### src/design/scx_pkg.sv
// Purpose: Shared types and constants for the system-control execute unit
// Assumes: Single 100 MHz clock, synchronous active-high reset
// Notes:   Opcode codes below are internal to the core, not an encoding
package scx_pkg;

	localparam int unsigned CLK_PERIOD_NS = 10;

	typedef enum logic [3:0] {
		SCX_OP_NONE,
		SCX_OP_BREAKPOINT,
		SCX_OP_MASK_SET,
		SCX_OP_MASK_CLEAR,
		SCX_OP_MEM_BAR,
		SCX_OP_SYNC_BAR,
		SCX_OP_INSTR_BAR,
		SCX_OP_SREG_READ,
		SCX_OP_SREG_WRITE,
		SCX_OP_IDLE,
		SCX_OP_SEND_EVT,
		SCX_OP_SUP_CALL,
		SCX_OP_WAIT_EVT,
		SCX_OP_WAIT_IRQ
	} scx_op_e;

	// Special register selectors
	localparam logic [7:0] SREG_APP_STATUS = 8'h00;
	localparam logic [7:0] SREG_IAPSR   = 8'h01;
	localparam logic [7:0] SREG_EAPSR   = 8'h02;
	localparam logic [7:0] SREG_XPSR    = 8'h03;
	localparam logic [7:0] SREG_IPSR    = 8'h05;
	localparam logic [7:0] SREG_EPSR    = 8'h06;
	localparam logic [7:0] SREG_IEPSR   = 8'h07;
	localparam logic [7:0] SREG_MSP     = 8'h08;
	localparam logic [7:0] SREG_PSP     = 8'h09;
	localparam logic [7:0] SREG_IRQ_MASK = 8'h10;
	localparam logic [7:0] SREG_CONTROL = 8'h14;

	localparam int unsigned FLAGS_MSB = 31;
	localparam int unsigned FLAGS_LSB = 28;
	localparam logic [3:0]  FLAGS_RST = 4'h0;
	localparam logic        EVENT_RST = 1'b0;
	localparam logic        MASK_RST  = 1'b0;
	localparam logic [1:0]  CTRL_RST  = 2'h0;
	localparam logic [31:0] WORD_ZERO = 32'h0000_0000;

	typedef struct packed {
		logic       valid;
		scx_op_e    op;
		logic [7:0] imm;
		logic [7:0] sreg_sel;
		logic [31:0] src;
		logic [3:0] dst;
	} scx_instr_s;

	typedef struct packed {
		logic       nmi_pending;
		logic       exc_take;
		logic       irq_pending_any;
		logic       exc_pending_new;
		logic       dbg_request;
		logic       dbg_enabled;
		logic       ext_event;
	} scx_wake_s;

	typedef struct packed {
		logic       valid;
		logic [3:0] dst;
		logic [31:0] data;
	} scx_wb_s;

	typedef enum logic [1:0] {
		SCX_ST_RUN,
		SCX_ST_DRAIN,
		SCX_ST_SLEEP,
		SCX_ST_HALT
	} scx_state_e;

	typedef struct packed {
		scx_state_e  state;
		logic        sleep_irq;
		logic        event_reg;
		logic        irq_mask;
		logic [3:0]  flags;
		logic [1:0]  control;
		logic [31:0] msp;
		logic [31:0] psp;
		scx_wb_s     wb;
		logic        busy;
		logic        flush;
		logic        event_out;
		logic        call_req;
		logic        fault_req;
		logic        debug_halt;
		logic        lockup;
		logic        sleeping;
		logic [7:0]  imm_seen;
	} scx_state_s;

endpackage : scx_pkg

### src/design/scx_exec.sv
// Purpose: Execute stage for system-control instructions of the core
// Assumes: One instruction offered per cycle, held while busy is high
// Notes:   Outputs are registered; exception entry is done by the caller
`timescale 1ns/1ps
`default_nettype none

module scx_exec (
	input  wire  logic                  clk,
	input  wire  logic                  rst,
	input  wire  scx_pkg::scx_instr_s   instr,
	input  wire  logic                  privileged,
	input  wire  logic                  mem_outstanding,
	input  wire  logic                  debugger_attached,
	input  wire  logic                  brk_lockup_sel,
	input  wire  logic                  call_prio_blocked,
	input  wire  logic                  sev_on_pend,
	input  wire  logic                  irq_request,
	input  wire  scx_pkg::scx_wake_s    wake_src,
	input  wire  logic [31:0]           ipsr_epsr,
	output logic                        busy,
	output logic                        flush,
	output logic                        event_out,
	output logic                        call_req,
	output logic                        fault_req,
	output logic                        debug_halt,
	output logic                        lockup,
	output logic                        sleeping,
	output logic                        irq_take,
	output logic                        irq_mask,
	output logic [3:0]                  flags,
	output logic [1:0]                  control,
	output logic [7:0]                  imm_seen,
	output scx_pkg::scx_wb_s            wb
);

	// ****************************************************************
	// State
	// ****************************************************************
	scx_pkg::scx_state_s st;
	scx_pkg::scx_state_s next_st;
	logic                wake;
	logic                take;
	logic                next_irq_take;
	logic                irq_take_q;
	logic [31:0]         rd_val;

	scx_wake u_wake (
		.src         (wake_src),
		.for_irq     (st.sleep_irq),
		.sev_on_pend (sev_on_pend),
		.wake        (wake)
	);

	assign take = instr.valid && st.state == scx_pkg::SCX_ST_RUN;

	// ****************************************************************
	// Special register read mux
	// ****************************************************************
	always_comb begin
		rd_val = scx_pkg::WORD_ZERO;
		unique case (instr.sreg_sel)
			scx_pkg::SREG_APP_STATUS: begin
				rd_val[scx_pkg::FLAGS_MSB:scx_pkg::FLAGS_LSB] = st.flags;
			end
			scx_pkg::SREG_IAPSR, scx_pkg::SREG_EAPSR,
			scx_pkg::SREG_XPSR: begin
				rd_val = ipsr_epsr;
				rd_val[scx_pkg::FLAGS_MSB:scx_pkg::FLAGS_LSB] = st.flags;
			end
			scx_pkg::SREG_IPSR, scx_pkg::SREG_EPSR,
			scx_pkg::SREG_IEPSR: begin
				rd_val = ipsr_epsr;
			end
			scx_pkg::SREG_MSP: begin
				rd_val = st.msp;
			end
			scx_pkg::SREG_PSP: begin
				rd_val = st.psp;
			end
			scx_pkg::SREG_IRQ_MASK: begin
				rd_val[0] = st.irq_mask;
			end
			scx_pkg::SREG_CONTROL: begin
				rd_val[1:0] = st.control;
			end
			default: begin
				rd_val = scx_pkg::WORD_ZERO;
			end
		endcase
		// Status-only view when unprivileged
		if (!privileged) begin
			rd_val = scx_pkg::WORD_ZERO;
			if (instr.sreg_sel == scx_pkg::SREG_APP_STATUS) begin
				rd_val[scx_pkg::FLAGS_MSB:scx_pkg::FLAGS_LSB] = st.flags;
			end
		end
	end

	// ****************************************************************
	// Next state
	// ****************************************************************
	always_comb begin
		next_st            = st;
		next_st.wb.valid   = 1'b0;
		next_st.flush      = 1'b0;
		next_st.event_out  = 1'b0;
		next_st.call_req   = 1'b0;
		next_st.fault_req  = 1'b0;
		// Mask gates all but NMI
		next_irq_take = (irq_request && !st.irq_mask) ||
			wake_src.nmi_pending;

		unique case (st.state)
			scx_pkg::SCX_ST_RUN: begin
				if (take) begin
					unique case (instr.op)
						scx_pkg::SCX_OP_BREAKPOINT: begin
							next_st.imm_seen = instr.imm;
							if (debugger_attached) begin
								next_st.state      = scx_pkg::SCX_ST_HALT;
								next_st.debug_halt = 1'b1;
							end else if (brk_lockup_sel) begin
								next_st.state  = scx_pkg::SCX_ST_HALT;
								next_st.lockup = 1'b1;
							end else begin
								next_st.fault_req = 1'b1;
							end
						end
						scx_pkg::SCX_OP_MASK_SET: begin
							if (privileged) begin
								next_st.irq_mask = 1'b1;
							end
						end
						scx_pkg::SCX_OP_MASK_CLEAR: begin
							if (privileged) begin
								next_st.irq_mask = 1'b0;
							end
						end
						scx_pkg::SCX_OP_MEM_BAR, scx_pkg::SCX_OP_SYNC_BAR: begin
							// One-core pipeline: ordering via full drain
							if (mem_outstanding) begin
								next_st.state = scx_pkg::SCX_ST_DRAIN;
								next_st.busy  = 1'b1;
							end
						end
						scx_pkg::SCX_OP_INSTR_BAR: begin
							next_st.flush = 1'b1;
						end
						scx_pkg::SCX_OP_SREG_READ: begin
							next_st.wb.valid = 1'b1;
							next_st.wb.dst   = instr.dst;
							next_st.wb.data  = rd_val;
						end
						scx_pkg::SCX_OP_SREG_WRITE: begin
							unique case (instr.sreg_sel)
								scx_pkg::SREG_APP_STATUS, scx_pkg::SREG_IAPSR,
								scx_pkg::SREG_EAPSR, scx_pkg::SREG_XPSR: begin
									next_st.flags = instr.src[scx_pkg::FLAGS_MSB:
										scx_pkg::FLAGS_LSB];
								end
								scx_pkg::SREG_MSP: begin
									if (privileged) begin
										next_st.msp = instr.src;
									end
								end
								scx_pkg::SREG_PSP: begin
									if (privileged) begin
										next_st.psp = instr.src;
									end
								end
								scx_pkg::SREG_IRQ_MASK: begin
									if (privileged) begin
										next_st.irq_mask = instr.src[0];
									end
								end
								scx_pkg::SREG_CONTROL: begin
									if (privileged) begin
										next_st.control = instr.src[1:0];
									end
								end
								default: begin
									next_st.flags = st.flags;
								end
							endcase
						end
						scx_pkg::SCX_OP_SEND_EVT: begin
							next_st.event_out = 1'b1;
							next_st.event_reg = 1'b1;
						end
						scx_pkg::SCX_OP_SUP_CALL: begin
							next_st.imm_seen = instr.imm;
							if (call_prio_blocked) begin
								next_st.fault_req = 1'b1;
							end else begin
								next_st.call_req = 1'b1;
							end
						end
						scx_pkg::SCX_OP_WAIT_EVT: begin
							if (st.event_reg) begin
								next_st.event_reg = 1'b0;
							end else begin
								next_st.state     = scx_pkg::SCX_ST_SLEEP;
								next_st.sleep_irq = 1'b0;
								next_st.busy      = 1'b1;
								next_st.sleeping  = 1'b1;
							end
						end
						scx_pkg::SCX_OP_WAIT_IRQ: begin
							next_st.state     = scx_pkg::SCX_ST_SLEEP;
							next_st.sleep_irq = 1'b1;
							next_st.busy      = 1'b1;
							next_st.sleeping  = 1'b1;
						end
						default: begin
							// No-operation retires in the take cycle
							next_st.busy = 1'b0;
						end
					endcase
				end
			end
			scx_pkg::SCX_ST_DRAIN: begin
				// Later instructions stall on busy until drained
				if (!mem_outstanding) begin
					next_st.state = scx_pkg::SCX_ST_RUN;
					next_st.busy  = 1'b0;
				end
			end
			scx_pkg::SCX_ST_SLEEP: begin
				// A wait is only a hint; any wake ends it early
				if (wake) begin
					next_st.state    = scx_pkg::SCX_ST_RUN;
					next_st.busy     = 1'b0;
					next_st.sleeping = 1'b0;
				end
			end
			scx_pkg::SCX_ST_HALT: begin
				// Left only by reset; debugger restart is outside this block
				next_st.busy = 1'b1;
			end
		endcase

		// An external event arriving while not in the sleep state is remembered
		if (wake_src.ext_event && st.state != scx_pkg::SCX_ST_SLEEP) begin
			next_st.event_reg = 1'b1;
		end
		if (st.state == scx_pkg::SCX_ST_RUN && take &&
			instr.op == scx_pkg::SCX_OP_BREAKPOINT &&
			(debugger_attached || brk_lockup_sel)) begin
			next_st.busy = 1'b1;
		end
	end

	// ****************************************************************
	// Registers
	// ****************************************************************
	always_ff @(posedge clk) begin
		if (rst) begin
			st            <= '0;
			st.state      <= scx_pkg::SCX_ST_RUN;
			st.event_reg  <= scx_pkg::EVENT_RST;
			st.irq_mask   <= scx_pkg::MASK_RST;
			st.flags      <= scx_pkg::FLAGS_RST;
			st.control    <= scx_pkg::CTRL_RST;
			irq_take_q    <= 1'b0;
		end else begin
			st            <= next_st;
			irq_take_q    <= next_irq_take;
		end
	end

	assign busy       = st.busy;
	assign flush      = st.flush;
	assign event_out  = st.event_out;
	assign call_req   = st.call_req;
	assign fault_req  = st.fault_req;
	assign debug_halt = st.debug_halt;
	assign lockup     = st.lockup;
	assign sleeping   = st.sleeping;
	assign irq_take   = irq_take_q;
	assign irq_mask   = st.irq_mask;
	assign flags      = st.flags;
	assign control    = st.control;
	assign imm_seen   = st.imm_seen;
	assign wb         = st.wb;

endmodule // scx_exec
`default_nettype wire

### src/design/scx_wake.sv
// Purpose: Wake-condition evaluation for the two wait instructions
// Assumes: All inputs synchronous to clk
// Notes:   Pure combinational; the caller registers the result
`timescale 1ns/1ps
`default_nettype none
module scx_wake (
	input  wire  scx_pkg::scx_wake_s src,
	input  wire  logic               for_irq,
	input  wire  logic               sev_on_pend,
	output logic                     wake
);
	always_comb begin
		if (for_irq) begin
			// Pending irq wakes even when masked
			wake = src.exc_take | src.dbg_request | src.irq_pending_any;
		end else begin
			wake = src.exc_take | (src.dbg_request & src.dbg_enabled) |
				src.ext_event;
			if (sev_on_pend && src.exc_pending_new) begin
				wake = 1'b1;
			end
		end
	end
endmodule // scx_wake
`default_nettype wire

### config.mk
export PLATFORM = sky130hd
export DESIGN_NAME = scx_exec
export DESIGN_NICKNAME = d
export VERILOG_FILES = /design/src/design/scx_pkg.sv /design/src/design/scx_exec.sv /design/src/design/scx_wake.sv
export SDC_FILE = /design/constraint.sdc
export NUM_CORES = 1
export LEC_CHECK = 0
export BUFFER_PORTS_ARGS = -buffer_cell sky130_fd_sc_hd__buf_2
export CAP_MARGIN = 20
export CORE_MARGIN = 10
export CORE_UTILIZATION = 48
export DETAILED_ROUTE_END_ITERATION = 12
export HOLD_SLACK_MARGIN = 0.12
export PLACE_DENSITY = 0.74
export SLEW_MARGIN = 20
export SYNTH_ARGS = -nofsm -noshare
export SYNTH_HDL_FRONTEND = slang
export SYNTH_SLANG_ARGS = --single-unit
### constraint.sdc
create_clock -name clk -period 1.87 [get_ports clk]
set_input_delay 0.187 -clock clk [delete_from_list [all_inputs] [get_ports clk]]
set_output_delay 0.187 -clock clk [all_outputs]
set_load 0.01 [all_outputs]
# Word level (Yosys, flattened, before mapping)
# Index checks and enable logic that the tools add are counted.
# Widths: inputs -> output; s select.
# classes
n_addsub	0
multipliers	0
div	0
n_lt_le_gt_ge	0
eq_ne	45
shift	0
mux	57
bitwise_logic	9
n_reduce_logical	41
# ops
op	n
$mux 32	5
$mux 128	1
$mux 109	1
$pmux 26 s3	1
$mux 70	1
$mux 37	1
$reduce_and 5->1	5
$eq 8x3->1 const B	3
$mux 1	22
$eq 4x4->1 const B	5
$eq 4x3->1 const B	4
$eq 8x2->1 const B	2
$eq 8x4->1 const B	2
$eq 8x5->1 const B	2
$mux 2	8
$ne 2x2->1 const B	8
$pmux 4 s4	1
$ne 4x4->1 const B	3
$pmux 1 s4	3
$reduce_and 4->1	3
$pmux 1 s2	5
$ne 3x2->1 const B	3
$ne 3x3->1 const B	3
$reduce_and 3->1	3
33 further kinds	57
# word_totals
reg_bits	129
latchBits	0
ram_bits	0
romBits	0
n_memories	0

# Logic depth before layout (Yosys ltp)
# depth
ltp_word	8
depth_mapped	10
ltp_nobuf	7

# By module
# A second synthesis with hierarchy kept.
# unflattened
hier_cells	718
hier_area_um2	6029.5
# modules_own_cells
mod	n_inst	cells_each	area_per_inst_um2	seq_area_each_um2
scx_exec	1	712	5993.2	2582.5
scx_wake	1	6	36.3	0.0

# Least setup slack after synthesis
# Ideal clock, no wire load.
# synth_timing
path_kind	reg-to-reg
startpoint	register st[126] (netlist bit)
endpoint	register st, in the netlist imm_seen[0]
setup_time_ns	0.128
arrival_time_ns	1.907
path_slack_ns	-0.165
path_stages_with_launch	10
n_path_buf	2
path_cell_list	dfxtp_1 -> inv_1 -> ha_1 -> clkbuf_2 -> nand2_2 -> or3_1 -> clkbuf_1 -> nor3_4 -> mux2i_1 -> nor2_1
# synth_between
elab_chain_len	3
# synth_rtl
element	line_no	rtl
start, declared	scx_exec.sv:39	scx_pkg::scx_state_s st;
start signal, assigned	scx_exec.sv:266	st <= next_st;
$logic_not 2->1 (*)	scx_exec.sv:54, scx_exec.sv:113	
$logic_and 1x1->1	scx_exec.sv:54	assign take = instr.valid && st.state == scx_pkg::SCX_ST_RUN;
$reduce_and 3->1 (no source line) (*)	n/a	
# Every way passes the cells marked *; elsewhere a longest branch is shown, timed or not.
# A chain may end at the register's enable or synchronous reset.

# Worst setup path after layout
# layout_timing
startpoint	input instr[52] (netlist bit)
endpoint	register st[97] (netlist bit)
# layout_between
elab_chain_len	2
# layout_rtl
element	line_no	rtl
start, declared	scx_exec.sv:10	input wire scx_pkg::scx_instr_s instr,
$eq 4x4->1	scx_exec.sv:116	unique case (instr.op)
$reduce_and 5->1 (no source line)	n/a	
# Every way passes these cells.

==> impl_metrics.py <==
metrics = {
    "synthesis": {
        "yosysUniqueCellTypes": 58,
        "async_flop_share_pct": 0,
        "muxShareOfSynthArea_pct": 3.16,
        "synth.avg_cell_area_sq_um": 7.91,
        "synth_fa_ha_area_share_pct": 1.24,
        "synth_edf_count": 0,
        "ys.warnings.count": 0,
        "netlist_instances": 767,
        "synth_xor_area_share_pct": 0,
        "synth_compound_area_share_pct": 20.4,
        "syn_area_sq_mm": 0.00607,
        "synth_seq_area_share_pct": 42.6,
        "synth_top_family_by_area": "simple AND/OR/NAND/NOR gates",
        "synthSimpleGateAreaFrac_pct": 21.9,
        "ys_seq_elements": 129,
        "synthFlopType": "dfxtp_1",
        "syn_nets": 878,
    },
    "detailed_routing": {
        "drt-initial-drc-count": 605,
        "ant_nets": 0,
        "wl_met1_mm": 8.26,
        "wl_met3_mm": 1.44,
        "via_count": 6142,
        "wl_per_cell_um": 17.5,
        "wl_met2_mm": 9.85,
        "drc": 0,
        "drt-total-wl_mm": 20.0,
        "routed.top_layer": "met4",
        "via_per_inst": 5.35,
        "drt_pass1_iterations": 5,
    },
    "clocking": {
        "cts_tree": "yes",
        "clk_pin_slew_ns": 0.06,
        "clk_latency_ns": 0.43,
        "cts_max_level": 4,
        "clock_path_buffers": 2,
        "clockRootBuffer": "clkbuf_16",
        "cts_made_buffers": 17,
        "clock-sinks": 129,
    },
    "die": {
        "rows": 41,
        "pin_count": 166,
        "initial_utilization_pct": 48.5,
        "die_y_um": 132,
        "die_w_um": 132,
        "coreArea_sq_mm": 0.0125,
        "die_area_sq_mm": 0.0175,
    },
    "status": {
        "status": "finished, violations left",
        "violations": "setup timing",
    },
    "critical_path": {
        "worst-path-buf-inv": 5,
        "cpPeakStageDelay_ns": 0.54,
        "worstReg2RegStart": "st[126]",
        "crit_family": "buffers and inverters",
        "critPathLaunchType": "primary input",
        "crit_chain": "dlygate4sd3_1 > buf_2 > buf_4 > nand2b_1 > nor4_4 > buf_4 > and3b_2 > buf_12 > nand2_1 > a21oi_2",
        "path_max_fanout": 8,
        "critical_path.most_common_cell": "buf_4",
        "crit_type": "in -> reg",
        "regToRegEndpoint": "st[97]",
        "r2r_slack_ns": -0.04,
        "critPathCaptureType": "register",
        "worstPathArrival_ns": 2.30,
        "crit_slowest_cell": "dlygate4sd3_1",
        "required_ns": 2.22,
        "worst_r2r_path_depth": 10,
    },
    "power_and_ir_drop": {
        "p_per_area_mw_per_mm2": 838,
        "max-vdd-ir-drop_mv": 0.732,
        "leakage_nw": 3.44,
    },
    "grt": {
        "grt_pass1_vias": 5817,
        "grt_usage_pct": 21.0,
        "grt_pass1_wl_mm": 30.4,
        "antenna_found_initial": 2,
        "grt_max_degree": 44,
        "grt_overflow_total": 0,
    },
    "sta": {
        "rsz0062_at_grt": "true",
        "fin_crit_sh_pct": 104,
        "finClkSkew_ns": 0.00692,
        "hold_viol": 0,
        "finalCriticalPeriod_ns": 1.95,
        "finalMaxSlewViolations": 0,
        "max_freq_mhz": 512,
        "setup_tns_ns": -0.703,
        "setup_viol": 24,
        "max_slew_margin_pct": 57.5,
        "worst_slew_pin_slew_ns": 0.637,
        "setup_ws_ns": -0.0831,
    },
    "placement": {
        "io_buffers": 165,
        "place_hpwl_mm": 12.9,
        "globalplace.congestion": 0.905,
        "dp.cells": 1049,
        "dp_slack_ns": -0.138,
    },
    "worst_hold_path": {
        "hold_start": "instr[41]",
        "hold_depth": 4,
        "hold_path_end": "wb[0]",
        "hp-class": "in -> reg",
    },
    "job": {
        "cap_violations": 0,
    },
    "layout": {
        "area_growth_pct": 40.0,
        "drive_gt1_share_pct": 31.3,
        "final_nets": 1071,
        "fin_cells": 1147,
    },
}
==> worst max path at each step <==
stage                  endpoint       from  slack (ns)  depth (start not counted)
floorplan           imm_seen[0]    st[126]       -0.14                          9
global placement         wb[11]    st[126]       -0.18                          8
detailed placement         busy    st[126]       -0.14                          9
CTS                      st[66]    st[126]      -0.006                         11
global route             st[97]  instr[52]       -0.12                         10
finish                   st[97]  instr[52]       -0.08                         10
==> stage by stage <==
stage	hold slack, ns	utilization, %	power (mW)	area (sq um)
2_1_floorplan	0.260	-	3.23	6090
3_3_place_gp	0.374	55.6	3.54	6960
3_5_place_dp	0.378	55.7	3.55	6980
4_1_cts	0.122	65.5	7.09	8190
5_1_grt	0.138	67.9	7.35	8500
6_report	0.134	67.9	7.12	8500
==> cell type report <==
class                      instances  area [sq um]
fill                            1059          4020
inverter                           8          30.0
sequential                       129          2580
clock buffer                      20           457
clock inverter                    12           153
tap                              172           215
multi-input combinational        525          3020
timing repair buffer             279          2030
antenna                            2          5.00
==> registers in the layout, indices dropped and copies added (netlist names) <==
name	cells
st	68
flush	1
irq_mask	1
irq_take	1
wb	37
sleeping	1
fault_req	1
flags	4
control	2
busy	1
call_req	1
imm_seen	8
lockup	1
debug_halt	1
event_out	1
==> cell usage after synthesis, drive strengths merged (2+ instances only) <==
| master | count | area share (%) |
|---|---|---|
| a22oi | 27 | 3.3 |
| or3 | 3 | 0.31 |
| a31oi | 5 | 0.52 |
| nor3 | 9 | 1.0 |
| o21ai | 34 | 2.8 |
| nand2b | 7 | 0.72 |
| a311oi | 2 | 0.29 |
| a22o | 4 | 0.58 |
| a32o | 3 | 0.49 |
| inv | 8 | 0.49 |
| a21oi | 108 | 8.9 |
| clkbuf | 33 | 2.1 |
| nor4 | 7 | 0.97 |
| nand3 | 4 | 0.33 |
| a2bb2oi | 4 | 0.58 |
| buf | 72 | 8.1 |
| nor2b | 7 | 0.72 |
| nand4 | 5 | 0.76 |
| a21o | 2 | 0.25 |
| nor2 | 57 | 3.6 |
| mux2i | 18 | 3.0 |
| and2 | 4 | 0.41 |
| nand2 | 175 | 11 |
| nor4b | 4 | 0.68 |
| and3b | 2 | 0.29 |
| dfxtp | 129 | 43 |
| o32ai | 2 | 0.29 |
| nor3b | 5 | 0.89 |
| ha | 6 | 1.2 |
| a211oi | 5 | 0.62 |
| and3 | 2 | 0.21 |
==> routing by layer <==
| layer | vias up | global-route usage [%] |
|---|---|---|
| met5 | - | 0 |
| met4 | 0 | 9.84 |
| met3 | 41 | 6.47 |
| met2 | 245 | 34.3 |
| met1 | 2863 | 24.7 |
| li1 | 2993 | - |
==> where the power goes <==
| part | switching [mW] | internal [mW] | total (mW) |
|---|---|---|---|
| combinational | 0.447 | 0.433 | 0.880 |
| sequential | 0.0195 | 2.78 | 2.80 |
| clock | 1.26 | 2.17 | 3.44 |
==> cell usage in the layout, fill, tap and decap left out, drive strengths merged, types with 3 or more instances in the layout <==
master,instances
buf,223
nand2,175
dfxtp,129
a21oi,108
nor2,57
dlygate4sd3,51
o21ai,34
a22oi,27
clkbuf,25
mux2i,18
inv,12
nor3,9
nor2b,7
nand2b,7
nor4,7
ha,6
a31oi,5
a211oi,5
nand4,5
nor3b,5
nand3,4
a22o,4
a2bb2oi,4
clkinv,4
and2,4
nor4b,4
a32o,3
bufinv,3
or3,3
==> repair_timing <==
action                     in CTS  in global routing
gates cloned                    1                  5
setup endpoints to repair     101                105
setup buffers                   1                  6
hold endpoints to repair       89                  0
resized for setup              12                 34
pin swaps                       2                 11
hold buffers                   51                  0
==> tightest hold or removal path, delay by kind of cell <==
family / cells / cell delay (ns)
buf+inv: 1 / 0.12
compound gates: 1 / 0.06
simple gates: 2 / 0.14
==> kinds of logic after synthesis <==
logic type,count (synthesis)
compound gates,208
fa+ha+maj,6
buf+inv,113
flops,129
mux,19
simple gates,292
No activity file was read; power rests on OpenSTA's default activity.
